==> src/logic/rcb_pkg.sv <==
// receiver configuration register bank: shared constants and types
package rcb_pkg;

  // register indices; byte address is four times the index
  localparam logic [7:0] RCB_IDX_BANDPASS_PA = 8'h11;
  localparam logic [7:0] RCB_IDX_RECOVERY_PATTERN = 8'h12;
  localparam logic [7:0] RCB_IDX_REF_DIVIDER = 8'h13;
  localparam logic [7:0] RCB_IDX_SIGNAL_STRENGTH = 8'h14;
  localparam logic [7:0] RCB_IDX_OOK_DETECTOR = 8'h15;
  localparam logic [7:0] RCB_IDX_PATTERN_MSB = 8'h16;

  // reset values
  localparam logic [7:0] RCB_RST_BANDPASS_PA = 8'h38;
  localparam logic [7:0] RCB_RST_RECOVERY_PATTERN = 8'h18;
  localparam logic [7:0] RCB_RST_REF_DIVIDER = 8'h07;
  localparam logic [7:0] RCB_RST_SIGNAL_STRENGTH = 8'h00;
  localparam logic [7:0] RCB_RST_OOK_DETECTOR = 8'h00;

  // field positions
  localparam int RCB_CENTER_MSB = 7;
  localparam int RCB_CENTER_LSB = 4;
  localparam int RCB_AMP_STEP_BIT = 3;
  localparam int RCB_BANDPASS_EN_BIT = 7;
  localparam int RCB_RECOVERY_DIS_BIT = 6;
  localparam int RCB_RECOG_EN_BIT = 5;
  localparam int RCB_SIZE_MSB = 4;
  localparam int RCB_SIZE_LSB = 3;
  localparam int RCB_TOL_MSB = 2;
  localparam int RCB_TOL_LSB = 1;
  localparam int RCB_STEP_MSB = 7;
  localparam int RCB_STEP_LSB = 5;
  localparam int RCB_INTERVAL_MSB = 4;
  localparam int RCB_INTERVAL_LSB = 2;
  localparam int RCB_COEFF_MSB = 1;
  localparam int RCB_COEFF_LSB = 0;

  // writable bit masks; unused bits read as zero
  localparam logic [7:0] RCB_MASK_BANDPASS_PA = 8'hF8;
  localparam logic [7:0] RCB_MASK_RECOVERY_PATTERN = 8'hFE;

  localparam int RCB_BYTE_BITS = 8;
  localparam int RCB_PATTERN_BITS = 32;
  localparam logic [5:0] RCB_FILL_MAX = 6'h20;

  // start-pattern bytes, msb is received first
  typedef struct packed {
    logic [7:0] msb;
    logic [7:0] second;
    logic [7:0] third;
    logic [7:0] lsb;
  } rcb_pattern_t;

  // decoded configuration driven to the receiver
  typedef struct packed {
    logic [3:0] bandpass_center;
    logic [4:0] bandpass_center_mult;
    logic amp_step_regulation;
    logic bandpass_enable;
    logic recovery_enable;
    logic pattern_detect_enable;
    logic [1:0] pattern_size;
    logic [1:0] pattern_tolerance;
    logic [7:0] reference_divider_value;
    logic [3:0] peak_decay_half_db;
    logic [2:0] peak_update_interval;
    logic peak_update_slow;
    logic [2:0] peak_update_shift;
    logic [1:0] average_filter_coefficient_select;
    logic average_long;
  } rcb_cfg_t;

endpackage : rcb_pkg

==> src/logic/rcb_ref_divider.sv <==
// reference clock divider: one-cycle tick every divider+1 clocks
`timescale 1ns/1ps
`default_nettype none

module rcb_ref_divider
  import rcb_pkg::*;
(
  input wire logic clk_i,
  input wire logic rst_i,
  input wire logic [7:0] divider_i,
  output logic tick_o
);

  logic [7:0] count;
  logic [7:0] next_count;
  logic next_tick;

  always_comb begin
    next_count = count + 8'h01;
    next_tick = 1'b0;
    if (count >= divider_i) begin
      next_count = 8'h00;
      next_tick = 1'b1;
    end
  end

  always_ff @(posedge clk_i) begin
    if (rst_i) begin
      count <= 8'h00;
      tick_o <= 1'b0;
    end else begin
      count <= next_count;
      tick_o <= next_tick;
    end
  end

endmodule : rcb_ref_divider

`default_nettype wire

==> src/logic/rcb_register_bank.sv <==
// receiver configuration register bank with wishbone slave and pattern detector
//
// Added by the designer: the Wishbone interface to the registers.
`timescale 1ns/1ps
`default_nettype none

// What this block does
// bits 7:4 of first register set band-pass centre multiplier L+1; default 0011
// bit 3 of first register switches amplifier step regulation on
// bit 6 of second register set means clock and data recovery off
// bit 5 enables start-pattern recognition; bit 7 enables band-pass filter
// pattern size field selects one to four bytes, msb byte first
// tolerance field accepts zero to three mismatched pattern bits
// divider value F makes a reference tick every F+1 clocks; reset 0x07
// peak decay step codes give 0.5 to 2.0 dB, then 3 to 6 dB
// update codes give once per 1,2,4,8 chips, then 2,4,8,16 per chip
// low codes select short averaging, high codes long averaging
// most significant pattern byte is matched first
// signal strength register is read-only, shows latest level
module rcb_register_bank
  import rcb_pkg::*;
(
  input wire logic clk_i,
  input wire logic rst_i,
  input wire logic [9:0] adr_i,
  input wire logic [31:0] dat_i,
  output logic [31:0] dat_o,
  input wire logic we_i,
  input wire logic [3:0] sel_i,
  input wire logic cyc_i,
  input wire logic stb_i,
  output logic ack_o,
  input wire logic [7:0] rssi_i,
  input wire logic rssi_valid_i,
  input wire logic rx_bit_i,
  input wire logic rx_bit_valid_i,
  input wire rcb_pattern_t pattern_i,
  output rcb_cfg_t cfg_o,
  output logic ref_tick_o,
  output logic pattern_found_o
);

  // ----------------------------------------------------------------
  // helper functions
  // ----------------------------------------------------------------
  function automatic logic [9:0] byte_addr(input logic [7:0] idx);
    byte_addr = {idx, 2'b00};
  endfunction : byte_addr

  function automatic logic [5:0] popcount(input logic [31:0] v);
    logic [5:0] n;
    n = 6'h00;
    for (int i = 0; i < RCB_PATTERN_BITS; i++) begin
      n = n + {5'h00, v[i]};
    end
    popcount = n;
  endfunction : popcount

  function automatic logic [3:0] decay_half_db(input logic [2:0] code);
    if (code[2]) begin
      decay_half_db = {1'b0, code[1:0], 1'b0} + 4'h6;
    end else begin
      decay_half_db = {2'b00, code[1:0]} + 4'h1;
    end
  endfunction : decay_half_db

  // ----------------------------------------------------------------
  // register state
  // ----------------------------------------------------------------
  logic [7:0] rx_bandpass_center_amp_step_regulation;
  logic [7:0] rx_recovery_pattern_control;
  logic [7:0] reference_clock_divider;
  logic [7:0] signal_strength_result;
  logic [7:0] ook_detector_control;
  logic [7:0] next_bandpass_pa;
  logic [7:0] next_recovery_pattern;
  logic [7:0] next_ref_divider;
  logic [7:0] next_signal_strength;
  logic [7:0] next_ook_detector;
  logic [31:0] next_dat;
  logic next_ack;
  logic wr_en;
  logic [7:0] rd_byte;

  always_comb begin
    next_bandpass_pa = rx_bandpass_center_amp_step_regulation;
    next_recovery_pattern = rx_recovery_pattern_control;
    next_ref_divider = reference_clock_divider;
    next_ook_detector = ook_detector_control;
    next_signal_strength = signal_strength_result;
    // answer one cycle after the request, drop ack in between
    next_ack = cyc_i && stb_i && !ack_o;
    wr_en = next_ack && we_i && sel_i[0];
    rd_byte = 8'h00;
    unique case (adr_i)
      byte_addr(RCB_IDX_BANDPASS_PA): begin
        rd_byte = rx_bandpass_center_amp_step_regulation;
        if (wr_en) begin
          next_bandpass_pa = dat_i[7:0] & RCB_MASK_BANDPASS_PA;
        end
      end
      byte_addr(RCB_IDX_RECOVERY_PATTERN): begin
        rd_byte = rx_recovery_pattern_control;
        if (wr_en) begin
          next_recovery_pattern = dat_i[7:0] & RCB_MASK_RECOVERY_PATTERN;
        end
      end
      byte_addr(RCB_IDX_REF_DIVIDER): begin
        rd_byte = reference_clock_divider;
        if (wr_en) begin
          next_ref_divider = dat_i[7:0];
        end
      end
      byte_addr(RCB_IDX_SIGNAL_STRENGTH): begin
        rd_byte = signal_strength_result;
      end
      byte_addr(RCB_IDX_OOK_DETECTOR): begin
        rd_byte = ook_detector_control;
        if (wr_en) begin
          next_ook_detector = dat_i[7:0];
        end
      end
      default: begin
        rd_byte = 8'h00;
      end
    endcase
    // host writes never reach the measured level
    if (rssi_valid_i) begin
      next_signal_strength = rssi_i;
    end
    next_dat = dat_o;
    if (next_ack) begin
      next_dat = {24'h000000, rd_byte};
    end
  end

  always_ff @(posedge clk_i) begin
    if (rst_i) begin
      rx_bandpass_center_amp_step_regulation <= RCB_RST_BANDPASS_PA;
      rx_recovery_pattern_control <= RCB_RST_RECOVERY_PATTERN;
      reference_clock_divider <= RCB_RST_REF_DIVIDER;
      signal_strength_result <= RCB_RST_SIGNAL_STRENGTH;
      ook_detector_control <= RCB_RST_OOK_DETECTOR;
      ack_o <= 1'b0;
      dat_o <= 32'h00000000;
    end else begin
      rx_bandpass_center_amp_step_regulation <= next_bandpass_pa;
      rx_recovery_pattern_control <= next_recovery_pattern;
      reference_clock_divider <= next_ref_divider;
      signal_strength_result <= next_signal_strength;
      ook_detector_control <= next_ook_detector;
      ack_o <= next_ack;
      dat_o <= next_dat;
    end
  end

  // ----------------------------------------------------------------
  // decoded configuration
  // ----------------------------------------------------------------
  rcb_cfg_t next_cfg;
  logic [2:0] interval_code;

  always_comb begin
    interval_code = ook_detector_control[RCB_INTERVAL_MSB:RCB_INTERVAL_LSB];
    next_cfg.bandpass_center = rx_bandpass_center_amp_step_regulation[RCB_CENTER_MSB:RCB_CENTER_LSB];
    next_cfg.bandpass_center_mult = {1'b0, next_cfg.bandpass_center} + 5'h01;
    next_cfg.amp_step_regulation = rx_bandpass_center_amp_step_regulation[RCB_AMP_STEP_BIT];
    next_cfg.bandpass_enable = rx_recovery_pattern_control[RCB_BANDPASS_EN_BIT];
    next_cfg.recovery_enable = !rx_recovery_pattern_control[RCB_RECOVERY_DIS_BIT];
    next_cfg.pattern_detect_enable = rx_recovery_pattern_control[RCB_RECOG_EN_BIT];
    next_cfg.pattern_size = rx_recovery_pattern_control[RCB_SIZE_MSB:RCB_SIZE_LSB];
    next_cfg.pattern_tolerance = rx_recovery_pattern_control[RCB_TOL_MSB:RCB_TOL_LSB];
    next_cfg.reference_divider_value = reference_clock_divider;
    next_cfg.peak_decay_half_db =
      decay_half_db(ook_detector_control[RCB_STEP_MSB:RCB_STEP_LSB]);
    next_cfg.peak_update_interval = interval_code;
    next_cfg.peak_update_slow = !interval_code[2];
    // slow: once per 2^shift chips; fast: 2^shift updates per chip
    next_cfg.peak_update_shift = interval_code[2] ?
      ({1'b0, interval_code[1:0]} + 3'h1) : {1'b0, interval_code[1:0]};
    next_cfg.average_filter_coefficient_select =
      ook_detector_control[RCB_COEFF_MSB:RCB_COEFF_LSB];
    next_cfg.average_long = ook_detector_control[RCB_COEFF_MSB];
  end

  always_ff @(posedge clk_i) begin
    if (rst_i) begin
      cfg_o <= '0;
    end else begin
      cfg_o <= next_cfg;
    end
  end

  // ----------------------------------------------------------------
  // reference clock divider
  // ----------------------------------------------------------------
  rcb_ref_divider u_ref_divider (
    .clk_i(clk_i),
    .rst_i(rst_i),
    .divider_i(reference_clock_divider),
    .tick_o(ref_tick_o)
  );

  // ----------------------------------------------------------------
  // start-pattern detector
  // ----------------------------------------------------------------
  logic [31:0] shift_bits;
  logic [31:0] next_shift_bits;
  logic [5:0] fill;
  logic [5:0] next_fill;
  logic next_found;
  logic [31:0] expected;
  logic [31:0] window_mask;
  logic [5:0] pattern_len;
  logic [5:0] errors;
  logic [1:0] size_code;

  always_comb begin
    size_code = rx_recovery_pattern_control[RCB_SIZE_MSB:RCB_SIZE_LSB];
    pattern_len = {2'b00, size_code, 2'b00} + {2'b00, size_code, 2'b00}
      + 6'(RCB_BYTE_BITS);
    // msb byte sits highest, so it is the oldest bit of the window
    expected = pattern_i >> (6'(RCB_PATTERN_BITS) - pattern_len);
    window_mask = ~(32'hFFFFFFFF << pattern_len);
    next_shift_bits = shift_bits;
    next_fill = fill;
    next_found = 1'b0;
    errors = 6'h00;
    if (rx_bit_valid_i && !rx_recovery_pattern_control[RCB_RECOVERY_DIS_BIT]) begin
      next_shift_bits = {shift_bits[30:0], rx_bit_i};
      if (fill != RCB_FILL_MAX) begin
        next_fill = fill + 6'h01;
      end
    end
    errors = popcount((next_shift_bits ^ expected) & window_mask);
    if (rx_recovery_pattern_control[RCB_RECOG_EN_BIT] && rx_bit_valid_i
        && !rx_recovery_pattern_control[RCB_RECOVERY_DIS_BIT]
        && next_fill >= pattern_len
        && errors <= {4'h0, rx_recovery_pattern_control[RCB_TOL_MSB:RCB_TOL_LSB]}) begin
      next_found = 1'b1;
    end
    if (!rx_recovery_pattern_control[RCB_RECOG_EN_BIT]) begin
      next_fill = 6'h00;
    end
  end

  always_ff @(posedge clk_i) begin
    if (rst_i) begin
      shift_bits <= 32'h00000000;
      fill <= 6'h00;
      pattern_found_o <= 1'b0;
    end else begin
      shift_bits <= next_shift_bits;
      fill <= next_fill;
      pattern_found_o <= next_found;
    end
  end

endmodule : rcb_register_bank

`default_nettype wire

==> config.mk <==
export PLATFORM = sky130hd
export DESIGN_NAME = rcb_register_bank
export DESIGN_NICKNAME = d
export VERILOG_FILES = /design/src/logic/rcb_pkg.sv /design/src/logic/rcb_ref_divider.sv /design/src/logic/rcb_register_bank.sv
export SDC_FILE = /design/constraint.sdc
export NUM_CORES = 1
export LEC_CHECK = 0
export BUFFER_PORTS_ARGS = -buffer_cell sky130_fd_sc_hd__buf_4
export CORE_UTILIZATION = 44
export DETAILED_ROUTE_END_ITERATION = 10
export GPL_ROUTABILITY_DRIVEN = 0
export PLACE_DENSITY = 0.72
export SLEW_MARGIN = 20
export SYNTH_ARGS = -nofsm -noshare
export SYNTH_HDL_FRONTEND = slang
export SYNTH_SLANG_ARGS = --single-unit
==> constraint.sdc <==
create_clock -name clk_i -period 9.5 [get_ports clk_i]
set_clock_uncertainty 0.05 [all_clocks]
set_input_delay 1.9 -clock clk_i [delete_from_list [all_inputs] [get_ports clk_i]]
set_output_delay 1.9 -clock clk_i [all_outputs]
set_load 0.05 [all_outputs]
==> results of run 1 <==
-- sequential cells by signal, indices dropped and copies added, names as in the netlist --
name                                    count
u_ref_divider.tick_o                        1
signal_strength_result                      8
cfg_o                                      38
fill                                        6
ook_detector_control                        8
ack_o                                       1
rx_recovery_pattern_control                 7
reference_clock_divider                     8
u_ref_divider.count                         8
rx_bandpass_center_amp_step_regulation      5
shift_bits                                 32
dat_o                                       8
pattern_found_o                             1
-- metal layers --
layer / track usage [%] / vias up / share of wire, %
met5: 0 / - / 0
met4: 6.635 / 0 / 1.2
met3: 4.879 / 18 / 5.6
met2: 33.23 / 161 / 47
met1: 27.18 / 2705 / 46
li1: - / 2814 / -
-- power breakdown --
group	internal, mW	leakage, nW	switching, mW	total, mW
clock	0.424	0.299	0.254	0.678
combinational	0.216	2.70	0.282	0.498
sequential	0.556	1.06	0.00448	0.561
total	1.20	4.06	0.541	1.74
-- cells by family after synthesis --
kind of cell | synth area share [%]
AO/OA/AOI/OAI | 9.971
XOR/XNOR | 4.597
adder cells (fa/ha/maj) | 12.17
buffers and inverters | 8.122
flip-flops | 36.22
multiplexers | 12.17
other | 0.05179
AND/OR/NAND/NOR | 16.71
-- worst max-delay path: cells and delay by family (launching register included) --
kind	cells	cell delay [ps]
buffers and inverters	7	1140
flip-flops	1	390
adder cells (fa/ha/maj)	10	5140
AND/OR/NAND/NOR	3	420
multiplexers	1	320
AO/OA/AOI/OAI	2	180
XOR/XNOR	1	120
-- layout make-up --
cell class                 instances  area share [%]
clock buffer                      19           5.038
clock inverter                    13           1.964
inverter                          59           2.519
multi-input combinational        550           46.98
sequential                       131           29.84
tap                              216           3.074
timing repair buffer             124           10.59
-- worst paths after layout --
check	startpoint	endpoint	slack [ps]	depth (start not counted)
setup / recovery	rx_recovery_pattern_control[3]$_SDFFE_PP1P_	pattern_found_o$_SDFF_PP0_	1610	24
hold / removal	dat_o[5]$_SDFFE_PP0P_	dat_o[5]$_SDFFE_PP0P_	410	2
setup reg to reg	rx_recovery_pattern_control[3]$_SDFFE_PP1P_	pattern_found_o$_SDFF_PP0_	1610	24
hold reg to reg	dat_o[5]$_SDFFE_PP0P_	dat_o[5]$_SDFFE_PP0P_	410	2
-- through the flow --
| step | hold slack, ps | setup slack, ps | power, mW | utilization (%) | area, sq um |
|---|---|---|---|---|---|
| after global routing | 449.4 | 1047 | 1.875 | 54.95 | 8792 |
| final | 410.4 | 1607 | 1.737 | 54.95 | 8792 |
| after CTS | 418.1 | 1562 | 1.754 | 54.91 | 8786 |
| after detailed placement | 409.7 | 1233 | 1.070 | 51.06 | 8170 |
| after global placement | 386.7 | 1310 | 1.054 | 51.06 | 8170 |
| after floorplan | 375.9 | 1809 | 0.9584 | - | 7327 |
-- synthesized netlist by cell type (21+ instances only) --
cell,n,share of area (%)
a21oi_1,33,2.3
xor2_1,21,2.5
nand2_1,48,2.5
ha_1,32,5.5
dfxtp_1,131,36
buf_4,25,2.6
nand2b_1,22,1.9
fa_1,24,6.6
inv_1,58,3.0
nor2_1,93,4.8
o21ai_0,34,2.4
mux2i_1,70,9.7
==> impl_metrics.env, run 1 <==
export IMPL_outcome="finished, final reports clean"
export IMPL_cts_reportedPaths_clkPinSlew_ps=60
export IMPL_drt_antenna_violating_nets=0
export IMPL_syn_area_per_cell_sq_um=9.236
export IMPL_grt_pass1_wl_um=26460
export IMPL_ys_ff_latch=131
export IMPL_fmax_mhz=126.7
export IMPL_core_area_sq_um=16000
export IMPL_ys_seq_area_share_pct=36.22
export IMPL_crit_chain="buf_4 -> inv_1 -> ha_1 -> buf_4 -> mux4_2 -> nand2_1 -> xnor2_1 -> nor2_1 -> fa_1 -> inv_1 -> fa_1 -> inv_1 -> fa_1 -> fa_1 -> fa_1 -> fa_1 -> ha_1 -> inv_1 -> fa_1 -> inv_1 -> ha_1 -> a21oi_1 -> a21oi_1 -> nor4_1"
export IMPL_drc=0
export IMPL_crit_slowest_cell="ha_1"
export IMPL_rows=46
export IMPL_drv_slew=0
export IMPL_hold_class="reg -> reg"
export IMPL_cts_resized_gates=0
export IMPL_die_x_um=130.3
export IMPL_die_area_sq_um=16970
export IMPL_drive_above_1_share_pct=19.64
export IMPL_n_antenna_cell=0
export IMPL_ys_async_sr_fraction_pct=0
export IMPL_synth_edff_count=0
export IMPL_grt_max_degree=94
export IMPL_cts_hold_buf=0
export IMPL_final_cell_mix="dfxtp_1 (130), buf_4 (124), nor2_1 (93)"
export IMPL_dr_first_iter_drc_count=354
export IMPL_fin_cells=1112
export IMPL_relSlewSlack_pct=32.91
export IMPL_irDropWorstVdd_mv=0.1430
export IMPL_tightest_slew_ps=1006
export IMPL_start_util_pct=45.25
export IMPL_path_common_cell="fa_1"
export IMPL_vias_per_cell=5.124
export IMPL_synth_area_sq_um=7241
export IMPL_clk_latency_ps=420
export IMPL_htreeDepth=4
export IMPL_p_leak_nw=4.063
export IMPL_dp_cells=1080
export IMPL_wl_per_cell_um=15.16
export IMPL_nNetsFinal=1033
export IMPL_setup_viol=0
export IMPL_root_buffer="clkbuf_16"
export IMPL_fillCellCount=1482
export IMPL_dpl_hpwl_um=12530
export IMPL_boundaryPins=168
export IMPL_first_pass_iters=5
export IMPL_cp_end_kind="flip-flop"
export IMPL_cts_made_buffers=17
export IMPL_yosysWarnings=0
export IMPL_crit_required_ps=9750
export IMPL_cp_slowest_stage_delay_ps=990
export IMPL_min_period_ps=7893
export IMPL_tns_ps=0
export IMPL_fin_crit_sh_pct=83.08
export IMPL_syn_to_final_growth_pct=21.43
export IMPL_hold_viol_final=0
export IMPL_vias=5698
export IMPL_die_h_um=130.3
export IMPL_p_per_area_nw_per_um2=197.6
export IMPL_cts_buffer_depth=2
export IMPL_antenna_found_initial=0
export IMPL_post_cts_setup_buffers=0
export IMPL_critPathMaxFanout=42
export IMPL_grt_usage_pct=20.62
export IMPL_synth_cell_type_count=51
export IMPL_synth_ff_type="dfxtp_1"
export IMPL_crit_type="reg -> reg"
export IMPL_ff_latch_area_sq_um=2624
export IMPL_grt_pass1_vias=5274
export IMPL_cp_arrival_ps=8140
export IMPL_portBuffers=116
export IMPL_gr_total_overflow=0
export IMPL_cts_tree="built"
export IMPL_wl_um=16860
export IMPL_final_common_cell="dfxtp_1"
export IMPL_synth_cells=784
export IMPL_rsz0062_at_grt="false"
export IMPL_cts_sinks=131
export IMPL_crit_path_start_kind="flip-flop"
export IMPL_cap_violations=0
export IMPL_multi_input_area_sq_um=4130
(Power assumes the default switching activity.)
==> inputs of run 2 (changes only) <==
--- a/config.mk
+++ b/config.mk
@@ -9,7 +9,7 @@
 export CORE_UTILIZATION = 44
 export DETAILED_ROUTE_END_ITERATION = 10
 export GPL_ROUTABILITY_DRIVEN = 0
-export PLACE_DENSITY = 0.72
+export PLACE_DENSITY = 0.75
 export SLEW_MARGIN = 20
 export SYNTH_ARGS = -nofsm -noshare
 export SYNTH_HDL_FRONTEND = slang
==> constraint.sdc (replaced) <==
create_clock -name clk_i -period 6.6 [get_ports clk_i]
set_clock_uncertainty 0.05 [all_clocks]
set_input_delay 1.32 -clock clk_i [delete_from_list [all_inputs] [get_ports clk_i]]
set_output_delay 1.32 -clock clk_i [all_outputs]
set_load 0.05 [all_outputs]
==> run 2 against run 1 <==
Against the previous run:
- power up 47%
- cell count up 3.1%
- via count up 3.8%
- critical path depth down 2
- first-iteration DRC count up 28%
==> impl_metrics.env, run 2 (synthesis results as in run 1) <==
export IMPL_crit_slowest_cell="fa_1"
export IMPL_p_per_area_nw_per_um2=278.0
export IMPL_cap_violations=0
export IMPL_die_area_sq_um=16970
export IMPL_reg_largest_list="cfg_o x38, shift_bits x32"
export IMPL_clk_latency_ps=420
export IMPL_path_common_cell="fa_1"
export IMPL_dr_first_iter_drc_count=453
export IMPL_drive_above_1_share_pct=24.70
export IMPL_n_antenna_cell=0
export IMPL_r2r_start="rx_recovery_pattern_control[3]$_SDFFE_PP1P_"
export IMPL_p_leak_nw=4.214
export IMPL_final_cell_mix="buf_4 (155), dfxtp_1 (129), nor2_1 (93)"
export IMPL_dp_cells=1110
export IMPL_dp_slack_ps=-427.5
export IMPL_tightest_slew_ps=982.1
export IMPL_grt_usage_pct=21.37
export IMPL_grt_pass1_vias=5570
export IMPL_die_x_um=130.3
export IMPL_outcome="finished, final reports clean"
export IMPL_antenna_found_initial=0
export IMPL_vias_per_cell=5.155
export IMPL_final_util_pct=57.49
export IMPL_drv_slew=0
export IMPL_hold_path_depth=2
export IMPL_min_to="dat_o[4]$_SDFFE_PP0P_"
export IMPL_first_pass_iters=5
export IMPL_start_util_pct=45.25
export IMPL_final_common_cell="buf_4"
export IMPL_hold_class="reg -> reg"
export IMPL_cts_buffer_depth=2
export IMPL_portBuffers=116
export IMPL_rows=46
export IMPL_r2r_cells=24
export IMPL_root_buffer="clkbuf_16"
export IMPL_setup_viol=0
export IMPL_rsz0062_at_grt="true"
export IMPL_fin_ws_ps=3.691
export IMPL_vias=5913
export IMPL_grt_max_degree=96
export IMPL_boundaryPins=168
export IMPL_htreeDepth=4
export IMPL_drc=0
export IMPL_drt_antenna_violating_nets=0
export IMPL_top_register="cfg_o"
export IMPL_fin_cells=1147
export IMPL_cts_tree="built"
export IMPL_irDropWorstVdd_mv=0.2131
export IMPL_hold_viol_final=0
export IMPL_crit_chain="buf_4 -> nor2b_4 -> clkbuf_16 -> mux2i_2 -> xor2_1 -> nor2_1 -> fa_1 -> inv_1 -> fa_1 -> inv_1 -> fa_1 -> fa_1 -> fa_1 -> fa_1 -> ha_2 -> inv_2 -> fa_1 -> inv_1 -> ha_4 -> a21oi_2 -> a21oi_1 -> nor4_1"
export IMPL_wl_per_cell_um=15.53
export IMPL_core_area_sq_um=16000
export IMPL_cts_made_buffers=17
export IMPL_dpl_hpwl_um=12750
export IMPL_regToRegEndpoint="pattern_found_o$_SDFF_PP0_"
export IMPL_fin_crit_sh_pct=99.94
export IMPL_relSlewSlack_pct=34.52
export IMPL_gr_total_overflow=0
export IMPL_cts_sinks=131
export IMPL_cp_end_kind="flip-flop"
export IMPL_fmax_mhz=151.6
export IMPL_die_h_um=130.3
export IMPL_cp_slowest_stage_delay_ps=520
export IMPL_cts_reportedPaths_clkPinSlew_ps=50
export IMPL_worst_hold_startpoint="dat_o[4]$_SDFFE_PP0P_"
export IMPL_crit_path_start_kind="input port"
export IMPL_critPathMaxFanout=6
export IMPL_cpLargestDelayFamily="adder cells"
export IMPL_whs_ps=417.3
export IMPL_min_period_ps=6596
export IMPL_syn_to_final_growth_pct=27.04
export IMPL_largest_reg_flops=38
export IMPL_tns_ps=0
export IMPL_grt_pass1_wl_um=27580
export IMPL_wl_um=17810
export IMPL_worst_r2r_setup_slack_ps=140
export IMPL_crit_type="in -> reg"
export IMPL_crit_required_ps=6880
export IMPL_nNetsFinal=1069
export IMPL_cp_arrival_ps=6870
export IMPL_critPathBufInv=6
export IMPL_cts_hold_buf=0
## run 2: changes by cell type in the layout (fill, tap and decap cells not counted), sizes merged
cell / before / now
clkbuf: 19 / 25
clkinvlp: 1 / 3
clkinv: 6 / 4
inv: 62 / 58
bufinv: 3 / 2
buf: 124 / 158
## run 2: worst min-delay path: cells and delay by family, from the launching register on
kind	cells	cell delay, ps
flops	1	330
simple gates	1	50
compound gates	1	60
## run 2: final cells by class
| type | instances | area [sq um] |
|---|---|---|
| multi-input combinational | 550 | 4230 |
| inverter | 59 | 225.2 |
| sequential | 131 | 2628 |
| clock buffer | 23 | 478.0 |
| timing repair buffer | 160 | 1265 |
| fill | 1400 | 6802 |
| tap | 216 | 270.3 |
| clock inverter | 8 | 102.6 |
## run 2: stage by stage
| step | cell area (sq um) | power [mW] |
|---|---|---|
| 6_report | 9199 | 2.557 |
| 5_1_grt | 9199 | 2.732 |
| 4_1_cts | 9016 | 2.478 |
| 3_5_place_dp | 8434 | 1.549 |
| 3_3_place_gp | 8434 | 1.520 |
| 2_1_floorplan | 7401 | 1.380 |
## run 2: metal layers
metal,vias up,track usage [%],share of wire (%)
met4,0,7.456,1.8
li1,2883,-,-
met2,172,33.98,47
met5,-,0,0
met3,25,4.264,4.6
met1,2833,28.85,47
## run 2: report_power, final
group	internal (mW)	switching, mW
combinational	0.374	0.448
clock	0.583	0.344
sequential	0.801	0.00672
## run 2: worst max path at each step
stage	startpoint	endpoint	cells past startpoint
2_1_floorplan	rx_bit_valid_i	pattern_found_o$_SDFF_PP0_	22
3_3_place_gp	rx_bit_valid_i	pattern_found_o$_SDFF_PP0_	21
3_5_place_dp	rx_bit_valid_i	pattern_found_o$_SDFF_PP0_	23
4_1_cts	rx_recovery_pattern_control[4]$_SDFFE_PP1P_	pattern_found_o$_SDFF_PP0_	23
5_1_grt	rx_bit_valid_i	pattern_found_o$_SDFF_PP0_	22
6_report	rx_bit_valid_i	pattern_found_o$_SDFF_PP0_	22
## run 2: timing repair
item | 4_1_cts | 5_1_grt
setup buffers | 0 | 4
gates resized for setup | 1 | 19
pin swaps | 0 | 4
setup endpoints to repair | 1 | 1
gates cloned | 0 | 2
